<file path="src/core/csrtc_pkg.sv">
package csrtc_pkg;

	localparam int ADDR_W = 8;
	localparam int DATA_W = 8;

	localparam logic [7:0] OFF_ALARM_HOURS   = 8'h0C;
	localparam logic [7:0] OFF_ALARM_MINUTES = 8'h0D;
	localparam logic [7:0] OFF_ALARM_SECONDS = 8'h0E;
	localparam logic [7:0] OFF_TIME_HOURS    = 8'h0F;
	localparam logic [7:0] OFF_TIME_MINUTES  = 8'h10;
	localparam logic [7:0] OFF_TIME_SECONDS  = 8'h11;
	localparam logic [7:0] OFF_RTC_STATUS    = 8'h1C;
	localparam logic [7:0] OFF_RTC_CONTROL   = 8'h1D;
	localparam logic [7:0] OFF_CLK_CONTROL   = 8'h24;

	localparam int POS_CPU_SRC  = 7;
	localparam int POS_FS_HIGH  = 6;
	localparam int POS_FS_LOW   = 5;
	localparam int POS_OSC_OFF  = 4;
	localparam int POS_LOCKED   = 0;
	localparam int POS_DAY      = 0;
	localparam int POS_ALARM    = 1;
	localparam int POS_SECOND   = 2;

	localparam logic [7:0] RST_ALARM     = 8'h00;
	localparam logic [7:0] RST_TIME      = 8'h00;
	localparam logic [1:0] RST_FREQ_SEL  = 2'h0;
	localparam logic       RST_CPU_SRC   = 1'b0;
	localparam logic       RST_OSC_OFF   = 1'b0;
	localparam logic       RST_LOCKED    = 1'b0;
	localparam logic [2:0] RST_FLAGS     = 3'h0;
	localparam logic [2:0] RST_IRQ_EN    = 3'h0;

	localparam int CLK_HZ        = 100_000_000;
	localparam int OSC_HZ        = 32768;
	localparam int REF_HZ        = 1000;
	localparam int SEC_OSC_TICKS = 32768;
	localparam logic [11:0] OSC_DIV_CYC   = 12'(CLK_HZ / OSC_HZ);
	localparam logic [4:0]  REF_LAST_TICK = 5'((OSC_HZ / REF_HZ) - 1);

	localparam int PLL_HZ [4] = '{328000, 2622000, 656000, 5244000};
	localparam int VCO_HZ [4] = '{288000, 2604000, 576000, 5208000};
	localparam logic [8:0] PLL_CYC [4] = '{9'(CLK_HZ / PLL_HZ[0]), 9'(CLK_HZ / PLL_HZ[1]),
		9'(CLK_HZ / PLL_HZ[2]), 9'(CLK_HZ / PLL_HZ[3])};
	localparam logic [8:0] VCO_CYC [4] = '{9'(CLK_HZ / VCO_HZ[0]), 9'(CLK_HZ / VCO_HZ[1]),
		9'(CLK_HZ / VCO_HZ[2]), 9'(CLK_HZ / VCO_HZ[3])};
	localparam logic [13:0] VCO_PER_REF [4] = '{
		14'((VCO_HZ[0] / OSC_HZ) * (OSC_HZ / REF_HZ) + (VCO_HZ[0] % OSC_HZ) * 32 / OSC_HZ),
		14'((VCO_HZ[1] / OSC_HZ) * (OSC_HZ / REF_HZ) + (VCO_HZ[1] % OSC_HZ) * 32 / OSC_HZ),
		14'((VCO_HZ[2] / OSC_HZ) * (OSC_HZ / REF_HZ) + (VCO_HZ[2] % OSC_HZ) * 32 / OSC_HZ),
		14'((VCO_HZ[3] / OSC_HZ) * (OSC_HZ / REF_HZ) + (VCO_HZ[3] % OSC_HZ) * 32 / OSC_HZ)};
	localparam logic [13:0] LOCK_TOL     = 14'h0004;
	localparam logic [1:0]  LOCK_PERIODS = 2'h2;

	localparam logic [7:0] SEC_LAST  = 8'h3B;
	localparam logic [7:0] MIN_LAST  = 8'h3B;
	localparam logic [7:0] HOUR_LAST = 8'h17;

	typedef enum logic [1:0] {
		src_osc    = 2'b00,
		src_to_pll = 2'b01,
		src_pll    = 2'b11,
		src_to_osc = 2'b10
	} csrtc_src_state_t;

endpackage : csrtc_pkg

</file>
<file path="src/core/csrtc_pll_if.sv">
`timescale 1ns/1ps
interface csrtc_pll_if;
	logic [1:0] freq_sel;
	logic       pll_tick;
	logic       locked;

	modport ctl (output freq_sel, input pll_tick, input locked);
	modport pll (input freq_sel, output pll_tick, output locked);
endinterface : csrtc_pll_if

</file>
<file path="src/core/csrtc_pll.sv">
`timescale 1ns/1ps
module csrtc_pll (
	input  wire logic ref_clk_i,
	input  wire logic sys_rst_i,
	input  wire logic osc_tick_i,
	csrtc_pll_if.pll  link
);
	logic [8:0]  out_cnt;
	logic [8:0]  vco_cnt;
	logic        vco_tick;
	logic [13:0] meas;
	logic [4:0]  ref_cnt;
	logic [1:0]  good;
	logic [1:0]  last_sel;
	logic        pll_tick;
	logic        locked;

	wire logic        out_wrap = (out_cnt >= csrtc_pkg::PLL_CYC[link.freq_sel] - 9'h001);
	wire logic        vco_wrap = (vco_cnt >= csrtc_pkg::VCO_CYC[link.freq_sel] - 9'h001);
	wire logic        ref_edge = osc_tick_i && (ref_cnt == csrtc_pkg::REF_LAST_TICK);
	wire logic [13:0] nominal  = csrtc_pkg::VCO_PER_REF[link.freq_sel];
	wire logic        in_tol   = (meas + csrtc_pkg::LOCK_TOL >= nominal)
		&& (meas <= nominal + csrtc_pkg::LOCK_TOL);

	assign link.pll_tick = pll_tick;
	assign link.locked   = locked;

	always_ff @(posedge ref_clk_i)
	begin
		if (sys_rst_i)
		begin
			out_cnt  <= 9'h000;
			vco_cnt  <= 9'h000;
			pll_tick <= 1'b0;
			vco_tick <= 1'b0;
		end
		else
		begin
			out_cnt  <= out_wrap ? 9'h000 : out_cnt + 9'h001;
			pll_tick <= out_wrap;
			vco_cnt  <= vco_wrap ? 9'h000 : vco_cnt + 9'h001;
			vco_tick <= vco_wrap;
		end
	end

	// The indicator only moves on a reference edge, so it lags a frequency change.
	always_ff @(posedge ref_clk_i)
	begin
		if (sys_rst_i)
		begin
			meas     <= 14'h0000;
			ref_cnt  <= 5'h00;
			good     <= 2'h0;
			last_sel <= csrtc_pkg::RST_FREQ_SEL;
			locked   <= csrtc_pkg::RST_LOCKED;
		end
		else
		begin
			last_sel <= link.freq_sel;
			if (osc_tick_i)
				ref_cnt <= ref_cnt + 5'h01;
			if (ref_edge)
				meas <= {13'h0000, vco_tick};
			else if (vco_tick)
				meas <= meas + 14'h0001;
			if (last_sel != link.freq_sel)
				good <= 2'h0;
			else if (ref_edge)
			begin
				good   <= !in_tol ? 2'h0 : (good == csrtc_pkg::LOCK_PERIODS) ? good : good + 2'h1;
				locked <= in_tol && (good >= csrtc_pkg::LOCK_PERIODS - 2'h1);
			end
		end
	end
endmodule : csrtc_pll

</file>
<file path="src/core/csrtc_top.sv">
// Chosen here: the strobed register port.
`timescale 1ns/1ps
// Behaviour
// - Reset runs CPU from 32 kHz clock.
// - Source select bit picks PLL or 32 kHz.
// - Frequency select sets PLL output; bus half.
// - Lock indicator is read-only stability status.
// - Reset clears source and frequency select.
// - Oscillator-stop bit disables oscillator in Stop.
// - Same bit chooses continuous or halted clock.
// - Comparator uses 1 kHz reference from crystal.
// - Divide-by-N gives four VCO frequencies.
// - Hours, minutes, seconds counters from oscillator.
// - Hours/minutes writes held until seconds write.
// - Seconds read snapshots hours and minutes.
// - Three alarm registers, reset to zero.
// - Alarm flag set on alarm hours/minutes equal time.
// - Day flag on hours wrapping 23 to 0.
// - Second flag each second; enables gate requests.
// - Flags set regardless of enable bits.
// - Alarm flag holds while match persists.
module csrtc_top #(
	parameter int SEC_OSC_TICKS = csrtc_pkg::SEC_OSC_TICKS
) (
	input  wire logic       ref_clk_i,
	input  wire logic       sys_rst_i,
	input  wire logic [7:0] addr_i,
	input  wire logic [7:0] wdata_i,
	input  wire logic       wr_i,
	input  wire logic       rd_i,
	input  wire logic       stop_mode_i,
	output logic      [7:0] rdata_o,
	output logic            cpu_clk_en_o,
	output logic            bus_clk_en_o,
	output logic            cpu_on_pll_o,
	output logic            osc_running_o,
	output logic            rtc_irq_o
);
	csrtc_pll_if pll_link ();

	logic                         cpu_clock_source_select;
	logic [1:0]                   freq_sel;
	logic                         osc_off_in_stop;
	logic [7:0]                   alarm_hours;
	logic [7:0]                   alarm_minutes;
	logic [7:0]                   alarm_seconds;
	logic [7:0]                   hold_hours;
	logic [7:0]                   hold_minutes;
	logic [7:0]                   count_hours;
	logic [7:0]                   count_minutes;
	logic [7:0]                   count_seconds;
	logic [2:0]                   flags;
	logic [2:0]                   irq_en;
	logic [11:0]                  osc_cnt;
	logic                         osc_tick;
	logic [15:0]                  sec_cnt;
	logic                         sec_tick;
	logic                         bus_phase;
	csrtc_pkg::csrtc_src_state_t  src_state;
	csrtc_pkg::csrtc_src_state_t  next_src_state;
	logic                         next_cpu_pulse;

	csrtc_pll u_pll (
		.ref_clk_i  (ref_clk_i),
		.sys_rst_i  (sys_rst_i),
		.osc_tick_i (osc_tick),
		.link       (pll_link.pll)
	);

	assign pll_link.freq_sel = freq_sel;

	wire logic freq_select_high = freq_sel[1];
	wire logic freq_select_low  = freq_sel[0];
	wire logic loop_locked_indicator = pll_link.locked;
	wire logic pll_tick = pll_link.pll_tick;

	wire logic hit_alarm_hours   = (addr_i == csrtc_pkg::OFF_ALARM_HOURS);
	wire logic hit_alarm_minutes = (addr_i == csrtc_pkg::OFF_ALARM_MINUTES);
	wire logic hit_alarm_seconds = (addr_i == csrtc_pkg::OFF_ALARM_SECONDS);
	wire logic hit_time_hours    = (addr_i == csrtc_pkg::OFF_TIME_HOURS);
	wire logic hit_time_minutes  = (addr_i == csrtc_pkg::OFF_TIME_MINUTES);
	wire logic hit_time_seconds  = (addr_i == csrtc_pkg::OFF_TIME_SECONDS);
	wire logic hit_status        = (addr_i == csrtc_pkg::OFF_RTC_STATUS);
	wire logic hit_control       = (addr_i == csrtc_pkg::OFF_RTC_CONTROL);
	wire logic hit_clk_control   = (addr_i == csrtc_pkg::OFF_CLK_CONTROL);

	wire logic wr_seconds = wr_i && hit_time_seconds;
	wire logic rd_seconds = rd_i && hit_time_seconds;

	wire logic [7:0] clk_control_view = {cpu_clock_source_select, freq_select_high,
		freq_select_low, osc_off_in_stop, 3'h0, loop_locked_indicator};

	wire logic [7:0] read_value =
		hit_alarm_hours   ? alarm_hours :
		hit_alarm_minutes ? alarm_minutes :
		hit_alarm_seconds ? alarm_seconds :
		hit_time_hours    ? hold_hours :
		hit_time_minutes  ? hold_minutes :
		hit_time_seconds  ? count_seconds :
		hit_status        ? {5'h00, flags} :
		hit_control       ? {5'h00, irq_en} :
		hit_clk_control   ? clk_control_view :
		8'h00;

	// Stop mode comes from the CPU core on this same clock, so it is used directly.
	wire logic osc_enabled = !(stop_mode_i && osc_off_in_stop);
	wire logic osc_wrap    = (osc_cnt >= csrtc_pkg::OSC_DIV_CYC - 12'h001);
	wire logic sec_wrap    = (sec_cnt >= 16'(SEC_OSC_TICKS - 1));

	wire logic sec_last  = (count_seconds >= csrtc_pkg::SEC_LAST);
	wire logic min_last  = (count_minutes >= csrtc_pkg::MIN_LAST);
	wire logic hour_last = (count_hours >= csrtc_pkg::HOUR_LAST);
	wire logic day_event = sec_tick && sec_last && min_last && hour_last;

	// Only hours and minutes take part in the match, so the flag is a level for a minute.
	wire logic alarm_match = (count_hours == alarm_hours)
		&& (count_minutes == alarm_minutes);

	wire logic [2:0] events;
	assign events[csrtc_pkg::POS_DAY]    = day_event;
	assign events[csrtc_pkg::POS_ALARM]  = alarm_match;
	assign events[csrtc_pkg::POS_SECOND] = sec_tick;

	wire logic [2:0] clear_mask = (wr_i && hit_status) ? wdata_i[2:0] : 3'h0;
	// Set wins over the write-one clear when both land in one cycle.
	wire logic [2:0] next_flags = (flags & ~clear_mask) | events;

	always_ff @(posedge ref_clk_i)
	begin
		if (sys_rst_i)
		begin
			cpu_clock_source_select <= csrtc_pkg::RST_CPU_SRC;
			freq_sel                <= csrtc_pkg::RST_FREQ_SEL;
			osc_off_in_stop         <= csrtc_pkg::RST_OSC_OFF;
			irq_en                  <= csrtc_pkg::RST_IRQ_EN;
		end
		else if (wr_i && hit_clk_control)
		begin
			cpu_clock_source_select <= wdata_i[csrtc_pkg::POS_CPU_SRC];
			freq_sel <= {wdata_i[csrtc_pkg::POS_FS_HIGH], wdata_i[csrtc_pkg::POS_FS_LOW]};
			osc_off_in_stop         <= wdata_i[csrtc_pkg::POS_OSC_OFF];
		end
		else if (wr_i && hit_control)
			irq_en <= wdata_i[2:0];
	end

	always_ff @(posedge ref_clk_i)
	begin
		if (sys_rst_i)
		begin
			alarm_hours   <= csrtc_pkg::RST_ALARM;
			alarm_minutes <= csrtc_pkg::RST_ALARM;
			alarm_seconds <= csrtc_pkg::RST_ALARM;
		end
		else if (wr_i && hit_alarm_hours)
			alarm_hours <= wdata_i;
		else if (wr_i && hit_alarm_minutes)
			alarm_minutes <= wdata_i;
		else if (wr_i && hit_alarm_seconds)
			alarm_seconds <= wdata_i;
	end

	always_ff @(posedge ref_clk_i)
	begin
		if (sys_rst_i)
		begin
			osc_cnt       <= 12'h000;
			osc_tick      <= 1'b0;
			osc_running_o <= 1'b1;
		end
		else
		begin
			osc_running_o <= osc_enabled;
			osc_tick      <= osc_enabled && osc_wrap;
			if (osc_enabled)
				osc_cnt <= osc_wrap ? 12'h000 : osc_cnt + 12'h001;
		end
	end

	// A seconds write restarts the prescaler so the new second lasts a full second.
	always_ff @(posedge ref_clk_i)
	begin
		if (sys_rst_i || wr_seconds)
		begin
			sec_cnt  <= 16'h0000;
			sec_tick <= 1'b0;
		end
		else
		begin
			sec_tick <= osc_tick && sec_wrap;
			if (osc_tick)
				sec_cnt <= sec_wrap ? 16'h0000 : sec_cnt + 16'h0001;
		end
	end

	always_ff @(posedge ref_clk_i)
	begin
		if (sys_rst_i)
		begin
			count_seconds <= csrtc_pkg::RST_TIME;
			count_minutes <= csrtc_pkg::RST_TIME;
			count_hours   <= csrtc_pkg::RST_TIME;
		end
		else if (wr_seconds)
		begin
			count_seconds <= wdata_i;
			count_minutes <= hold_minutes;
			count_hours   <= hold_hours;
		end
		else if (sec_tick)
		begin
			count_seconds <= sec_last ? 8'h00 : count_seconds + 8'h01;
			if (sec_last)
				count_minutes <= min_last ? 8'h00 : count_minutes + 8'h01;
			if (sec_last && min_last)
				count_hours <= hour_last ? 8'h00 : count_hours + 8'h01;
		end
	end

	always_ff @(posedge ref_clk_i)
	begin
		if (sys_rst_i)
		begin
			hold_hours   <= csrtc_pkg::RST_TIME;
			hold_minutes <= csrtc_pkg::RST_TIME;
		end
		else if (rd_seconds)
		begin
			hold_hours   <= count_hours;
			hold_minutes <= count_minutes;
		end
		else if (wr_i && hit_time_hours)
			hold_hours <= wdata_i;
		else if (wr_i && hit_time_minutes)
			hold_minutes <= wdata_i;
	end

	always_ff @(posedge ref_clk_i)
	begin
		if (sys_rst_i)
		begin
			flags     <= csrtc_pkg::RST_FLAGS;
			rtc_irq_o <= 1'b0;
			rdata_o   <= 8'h00;
		end
		else
		begin
			flags     <= next_flags;
			rtc_irq_o <= |(flags & irq_en);
			rdata_o   <= rd_i ? read_value : 8'h00;
		end
	end

	// A changeover drops the old source and passes the first pulse of the new one straight through,
	// so the first period after it can be truncated; no idle gap is added.
	always_comb
	begin
		next_src_state = src_state;
		next_cpu_pulse = 1'b0;
		case (src_state)
			csrtc_pkg::src_osc:
			begin
				next_cpu_pulse = osc_tick;
				if (cpu_clock_source_select)
					next_src_state = csrtc_pkg::src_to_pll;
			end
			csrtc_pkg::src_to_pll:
			begin
				next_cpu_pulse = pll_tick;
				if (pll_tick)
					next_src_state = csrtc_pkg::src_pll;
			end
			csrtc_pkg::src_pll:
			begin
				next_cpu_pulse = pll_tick;
				if (!cpu_clock_source_select)
					next_src_state = csrtc_pkg::src_to_osc;
			end
			csrtc_pkg::src_to_osc:
			begin
				next_cpu_pulse = osc_tick;
				if (osc_tick)
					next_src_state = csrtc_pkg::src_osc;
			end
			default:
				next_src_state = csrtc_pkg::src_osc;
		endcase
	end

	always_ff @(posedge ref_clk_i)
	begin
		if (sys_rst_i)
		begin
			src_state    <= csrtc_pkg::src_osc;
			cpu_clk_en_o <= 1'b0;
			cpu_on_pll_o <= 1'b0;
		end
		else
		begin
			src_state    <= next_src_state;
			cpu_clk_en_o <= next_cpu_pulse;
			cpu_on_pll_o <= (next_src_state == csrtc_pkg::src_pll)
				|| (next_src_state == csrtc_pkg::src_to_osc);
		end
	end

	always_ff @(posedge ref_clk_i)
	begin
		if (sys_rst_i)
		begin
			bus_phase    <= 1'b0;
			bus_clk_en_o <= 1'b0;
		end
		else
		begin
			if (pll_tick)
				bus_phase <= !bus_phase;
			bus_clk_en_o <= pll_tick && bus_phase;
		end
	end
endmodule : csrtc_top
</file>
<file path="config.mk">
export PLATFORM = sky130hd
export DESIGN_NAME = csrtc_top
export DESIGN_NICKNAME = d
export VERILOG_FILES = /design/src/core/csrtc_pkg.sv /design/src/core/csrtc_pll_if.sv /design/src/core/csrtc_pll.sv /design/src/core/csrtc_top.sv
export SDC_FILE = /design/constraint.sdc
export NUM_CORES = 1
export LEC_CHECK = 0
export BUFFER_PORTS_ARGS = -buffer_cell sky130_fd_sc_hd__buf_2
export CAP_MARGIN = 20
export CORE_ASPECT_RATIO = 1.5
export CORE_MARGIN = 10
export CORE_UTILIZATION = 56
export CTS_CLUSTER_SIZE = 28
export DETAILED_ROUTE_END_ITERATION = 8
export PLACE_DENSITY = 0.85
export SLEW_MARGIN = 15
export SYNTH_ARGS = -nofsm -noshare
export SYNTH_HDL_FRONTEND = slang
export SYNTH_SLANG_ARGS = --single-unit
</file>
<file path="constraint.sdc">
create_clock -name ref_clk_i -period 2.5 [get_ports ref_clk_i]
set_input_delay 0 -clock ref_clk_i [delete_from_list [all_inputs] [get_ports ref_clk_i]]
set_output_delay 0 -clock ref_clk_i [all_outputs]
set_load 0.03 [all_outputs]
</file>
After elaboration in Yosys (flattened, before gate mapping). Index checks and enable logic that the tools add are counted.

Add/subtract/negate cells: 14. $lt $le $gt $ge: 11. Equal/unequal tests: 21. Multiplexer cells: 47. Bitwise gates (word level): 10. Reduce and logical (&&, ||, !) cells: 49.

Operator list (number): 8-bit two-way mux (25); 9-bit binary-select mux with 2-bit select (2); 9-bit two-way mux (4); 8-bit by 4-bit == test with 1-bit output, second input constant (4); 8-bit by 5-bit == test with 1-bit output, second input constant (4); 14-bit by 3-bit adder with 14-bit output, second input constant (2); 14-bit binary-select mux with 2-bit select (1); 14-bit two-way mux (2); 8-bit by 1-bit adder with 8-bit output, second input constant (3); 1-bit logical AND (22); 9-bit by 1-bit adder with 9-bit output, second input constant (2); 9-bit greater-or-equal comparator (2); 9-bit by 1-bit subtractor with 9-bit output, second input constant (2); 16-bit by 1-bit adder with 16-bit output, second input constant (1); 8-bit == test (2); 16-bit by 15-bit greater-or-equal comparator with 1-bit output, second input constant (1); 8-bit by 6-bit greater-or-equal comparator with 1-bit output, second input constant (2); 16-bit two-way mux (1); 14-bit by 1-bit adder with 14-bit output, second input constant (1); 14-bit greater-or-equal comparator (1); 14-bit less-or-equal comparator (1); 2-bit AND reduction (7); 2-bit OR reduction (7); 12-bit by 1-bit adder with 12-bit output, second input constant (1); other kinds (29) (52).

Bits in registers: 164. Bits of input ports: 21. Output and inout bits: 13. Logic and storage cells: 187.

Depth between registers and ports, before layout.
Depth after elaboration: 10. Depth in mapped cells: 12. Gate-level depth less buffers: 12.

Modules after synthesis. Synthesis repeated with hierarchy kept, for this count alone.

Cell total of the unflattened synthesis: 1045. Area total of the unflattened synthesis: 8997.4 um^2.

Modules (own cells, without submodules): csrtc_top (times used 1, cells an instance 687, area each 5925.7 um^2, seq. area each 2382.3 um^2); csrtc_pll (times used 1, cells an instance 358, area each 3071.7 um^2, seq. area each 880.8 um^2).

Worst setup path after synthesis. OpenSTA, ideal clock, no wires.

Kind: register to register. From: register freq_sel[0]. To: register u_pll.vco_cnt[5]. Setup time: 0.066 ns. Data arrival time: 2.464 ns. Data required time: 2.434 ns. Slack: -0.030 ns. Cell stages (with the launch flop): 11. Path buffers: 1. Period minus slack after synthesis: 2.530 ns. Cell sequence: dfxtp_1 inv_1 ha_1 ha_1 a21o_1 a21o_1 a211oi_1 o21bai_1 a31o_2 clkbuf_1 nor2b_1.

Cells in the longest elaborated chain, start to end: 7.

RTL lines: start: declaration (RTL line csrtc_top.sv:42) `logic [1:0] freq_sel;`; start signal: assignment (RTL line csrtc_top.sv:133) `freq_sel <= csrtc_pkg::RST_FREQ_SEL;`; start signal: assignment (RTL line csrtc_top.sv:140) `freq_sel <= {wdata_i[csrtc_pkg::POS_FS_HIGH], wdata_i[csrtc_pkg::POS_FS_LOW]};`; 2-bit NOT with 3-bit output (implied by the code) (RTL line csrtc_pll.sv:19) `wire logic vco_wrap = (vco_cnt >= csrtc_pkg::VCO_CYC[link.freq_sel] - 9'h001);`; 9-bit binary-select mux with 2-bit select (RTL line csrtc_pll.sv:19); 9-bit two-way mux (implied by the code) (2 in series) (RTL line csrtc_pll.sv:19); 9-bit by 1-bit subtractor with 9-bit output (RTL line csrtc_pll.sv:19); 9-bit greater-or-equal comparator (RTL line csrtc_pll.sv:19); 2-bit OR reduction (no line); end signal: assignment (RTL line csrtc_pll.sv:41) `vco_cnt <= vco_wrap ? 9'h000 : vco_cnt + 9'h001;`; end: declaration (RTL line csrtc_pll.sv:9) `logic [8:0] vco_cnt;`.

No other way between the ends. The select of a mux whose other input is x is not followed. A chain may end at the register's enable or synchronous reset.

Worst setup path in the final report.
From: register freq_sel[0]. To: register u_pll.locked (netlist: u_pll.link.locked).

Cells in the longest elaborated chain, start to end: 8. Elaborated cells on any way between the ends: 12. Classes of those cells: 1 x add/sub; 2 x order compare; 1 x eq/ne; 3 x mux; 2 x bitwise; 3 x reduce/logical.

RTL lines: 2-bit NOT with 3-bit output (implied by the code) (RTL line csrtc_pll.sv:21) `wire logic [13:0] nominal = csrtc_pkg::VCO_PER_REF[link.freq_sel];`; 14-bit binary-select mux with 2-bit select (RTL line csrtc_pll.sv:21); 14-bit two-way mux (implied by the code) (2 in series) (RTL line csrtc_pll.sv:21); 14-bit by 3-bit adder with 14-bit output (RTL line csrtc_pll.sv:23) `&& (meas <= nominal + csrtc_pkg::LOCK_TOL);`; 14-bit less-or-equal comparator (RTL line csrtc_pll.sv:23); 1-bit logical AND (RTL line csrtc_pll.sv:23); 1-bit logical AND (RTL line csrtc_pll.sv:71) `locked <= in_tol && (good >= csrtc_pkg::LOCK_PERIODS - 2'h1);`; end signal: assignment (RTL line csrtc_pll.sv:55) `locked <= csrtc_pkg::RST_LOCKED;`; end signal: assignment (RTL line csrtc_pll.sv:71); end: declaration (RTL line csrtc_pll.sv:16) `logic locked;`.

Parallel ways exist; a longest one is shown, timed or not. The select of a mux whose other input is x is not followed.

==> results.json <==
{
  "end_kind": "flop",
  "fin_crit_ns": 2.38,
  "drcViolationCount": 0,
  "crit_path_max_fanout": 6,
  "crit_type": "flop to flop",
  "fp.dieW_um": 122,
  "ys_types": 59,
  "cts_setup_buffers": 0,
  "nets": 1181,
  "min_path_type": "input port to flop",
  "period_share": 0.953,
  "num-fill-cells": 1216,
  "initial_utilization": 0.572,
  "io_buffers": 33,
  "wl_per_cell_um": 17.1,
  "routed_via_density": 6.01,
  "yosys_warnings": 0,
  "htreeDepth": 4,
  "antenna_cells": 0,
  "max_freq_ghz": 0.420,
  "ys.flop_type": "dfxtp_1",
  "critPathRequiredTime_ns": 2.88,
  "clk_latency_ns": 0.44,
  "num_rows": 55,
  "wl_mm": 22.4,
  "cts.sinks": 163,
  "grt_max_degree": 39,
  "grt_first_pass_wirelength_mm": 37.4,
  "num_vias": 7874,
  "startpoint_type": "flop",
  "maxSlewHeadroom": 0.548,
  "drtIter0Drc": 627,
  "p_per_area_mw_per_mm2": 551,
  "seqCellArea_mm2": 0.00327,
  "syn_area_mm2": 0.00866,
  "power.leakage_uw": 0.00392,
  "multiInputGateArea_mm2": 0.00519,
  "cts_tree": "built",
  "postSynth.asyncResetShare": 0,
  "drv_cap": 0,
  "synth-edff-count": 0,
  "crit_arrival_ns": 2.77,
  "ys_seq_area_frac": 0.377,
  "slew_violations": 0,
  "design.core.area_mm2": 0.0151,
  "area_growth_pct": 14.9,
  "worst_pin_slew_ns": 0.672,
  "setup_violations": 0,
  "first_pass_iters": 6,
  "cts_root_buf": "clkbuf_16",
  "grt_overflow": 0,
  "track_usage": 0.219,
  "synth_nets": 1133,
  "syn_inst": 1050,
  "ys_ff_latch": 163,
  "hp-start": "wr_i",
  "grt_pass1_vias": 8013,
  "status": "completed",
  "ir_worst_vdd_mv": 0.386,
  "timing.rr.start": "freq_sel[0]",
  "fin_hold_ws_ns": 0.0244,
  "grt_antenna_before_repair": 0,
  "grt_setup_unrepaired": "yes",
  "dp_hpwl_mm": 15.8,
  "place.gp.congestion": 0.960,
  "die-area_mm2": 0.0209,
  "final.setup.tns_ns": 0,
  "cts_buffers": 17,
  "ant_nets": 0,
  "path_clk_slew_ns": 0.07,
  "clk_path_buf_depth": 2,
  "finalHoldViolCount": 0,
  "synth_area_per_cell_um2": 8.25,
  "cp-startpoint": "freq_sel[0]",
  "die_h_um": 172,
  "pin_count": 34,
  "layout-drive-gt1-share": 0.128,
  "fin_skew_ns": 0.0112
}
[path summary, 6_finish.rpt]
path                            end  slack (ns)  depth (start not counted)
setup reg to reg  u_pll.link.locked        0.12                         11
setup / recovery  u_pll.link.locked        0.12                         11
hold / removal       alarm_hours[1]        0.02                          3
hold reg to reg    alarm_seconds[1]        0.46                          2
[state kept, by name, summed over array words and instances (netlist names), 2 cells and up]
signal,cells
count_seconds,8
alarm_hours,8
u_pll.last_sel,2
u_pll.meas,14
sec_cnt,16
u_pll.good,2
u_pll.vco_cnt,9
hold_minutes,8
freq_sel,2
u_pll.ref_cnt,5
rdata_o,8
count_hours,8
osc_cnt,12
count_minutes,8
irq_en,3
alarm_minutes,8
flags,3
u_pll.out_cnt,9
hold_hours,8
alarm_seconds,8
[power by group]
part / switching (uW) / leakage, uW / internal, uW / total [uW]
Sequential: 36.8 / 0.00132 / 2620 / 2660
Clock: 1130 / 0.000279 / 1440 / 2570
Combinational: 157 / 0.00232 / 99.8 / 257
[cell type report]
| class | count | area share |
|---|---|---|
| Clock buffer | 20 | 0.0459 |
| Clock inverter | 12 | 0.0121 |
| Inverter | 27 | 0.0102 |
| Multi-Input combinational cell | 806 | 0.521 |
| Sequential cell | 163 | 0.329 |
| Tap cell | 199 | 0.0250 |
| Timing Repair Buffer | 83 | 0.0573 |
[worst max-delay path, stage by stage (launching register included)]
cell and delay (ns):
dfxtp_2 0.38, inv_1 0.08, ha_2 0.38, inv_1 0.13, ha_1 0.34, nand2b_1 0.08, a21oi_1 0.07, o31ai_2 0.29
a31oi_2 0.17, nor4_1 0.19, o21ai_0 0.13, nand2_1 0.08
[cells in the final DEF, fill, tap and decap left out, drive strengths merged, types with 11 or more instances in the layout]
master / Yosys / final
nor2: 135 / 135
inv: 27 / 33
xnor2: 41 / 41
nand3: 74 / 74
nand2b: 13 / 13
buf: 14 / 72
clkbuf: 40 / 20
ha: 62 / 62
dlygate4sd3: 0 / 11
a21oi: 75 / 75
nor3: 30 / 30
nand4: 23 / 23
dfxtp: 163 / 163
nand2: 116 / 116
xor2: 40 / 40
a211oi: 19 / 19
mux2i: 23 / 23
a22oi: 11 / 11
o21ai: 32 / 32
[stage by stage]
step	util	instance area, um^2	worst slack [ns]	cells	total power, uW
floorplan	-	8670	0.101	1050	2860
global placement	0.605	9160	0.158	1267	2940
global route	0.658	9960	-0.0806	1310	5640
finish	0.658	9960	0.119	1310	5490
detailed placement	0.605	9160	0.0822	1267	2950
CTS	0.651	9860	0.0113	1310	5490
[what timing repair did]
item	in CTS	in global routing
pin swaps	0	3
hold buffers	11	0
hold endpoints to repair	66	0
endpoints found under the setup margin	9	21
resized for setup	2	23
[per-layer routing]
metal	wire (um)	GRT usage	up-vias
met2	11400	0.390	300
met5	0	0	-
met4	992	0.121	0
met3	1220	0.0450	77
met1	8700	0.235	3713
li1	-	-	3784
[cells by family after synthesis]
kind of cell / share of synthesized area
AOI/OAI and AO/OA: 0.145
adders and majority gates: 0.0895
muxes: 0.0292
other: 0.000433
xor gates and xnor gates: 0.0845
buffers and inverters: 0.0368
and+or+nand+nor: 0.238
DFF: 0.377
[synthesized netlist by cell type, drive strengths merged (2+ instances only)]
cell       n  area (um^2)
nor2b      4         25.0
nor2     135          517
clkbuf    40          150
o221ai     2         17.5
o21bai     3         22.5
nand3b     3         22.5
nand3     74          370
a221oi     8         76.3
inv       27          101
a2bb2oi    3         26.3
a22oi     11         82.6
o21ai     32          160
a31o       3         26.3
and3       9         56.3
nand4     23          144
mux2i     23          230
a311oi    10         87.6
and2       3         18.8
mux2       2         22.5
buf       14         67.6
nand2b    13         81.3
or3       10         67.6
or4b       2         23.8
nand2    116          438
a21o       6         45.0
and4       2         17.5
or2        2         12.5
nor3b      7         52.6
o211ai     6         45.0
a21oi     75          375
o31ai      2         15.0
ha        62          776
a22o       3         26.3
nor3      30          161
nor4       5         37.5
xor2      40          350
xnor2     41          359
a211oi    19          143
dfxtp    163         3260
o2111ai    6         52.6
a31oi      3         18.8
No activity file was read; power rests on OpenSTA's default activity.
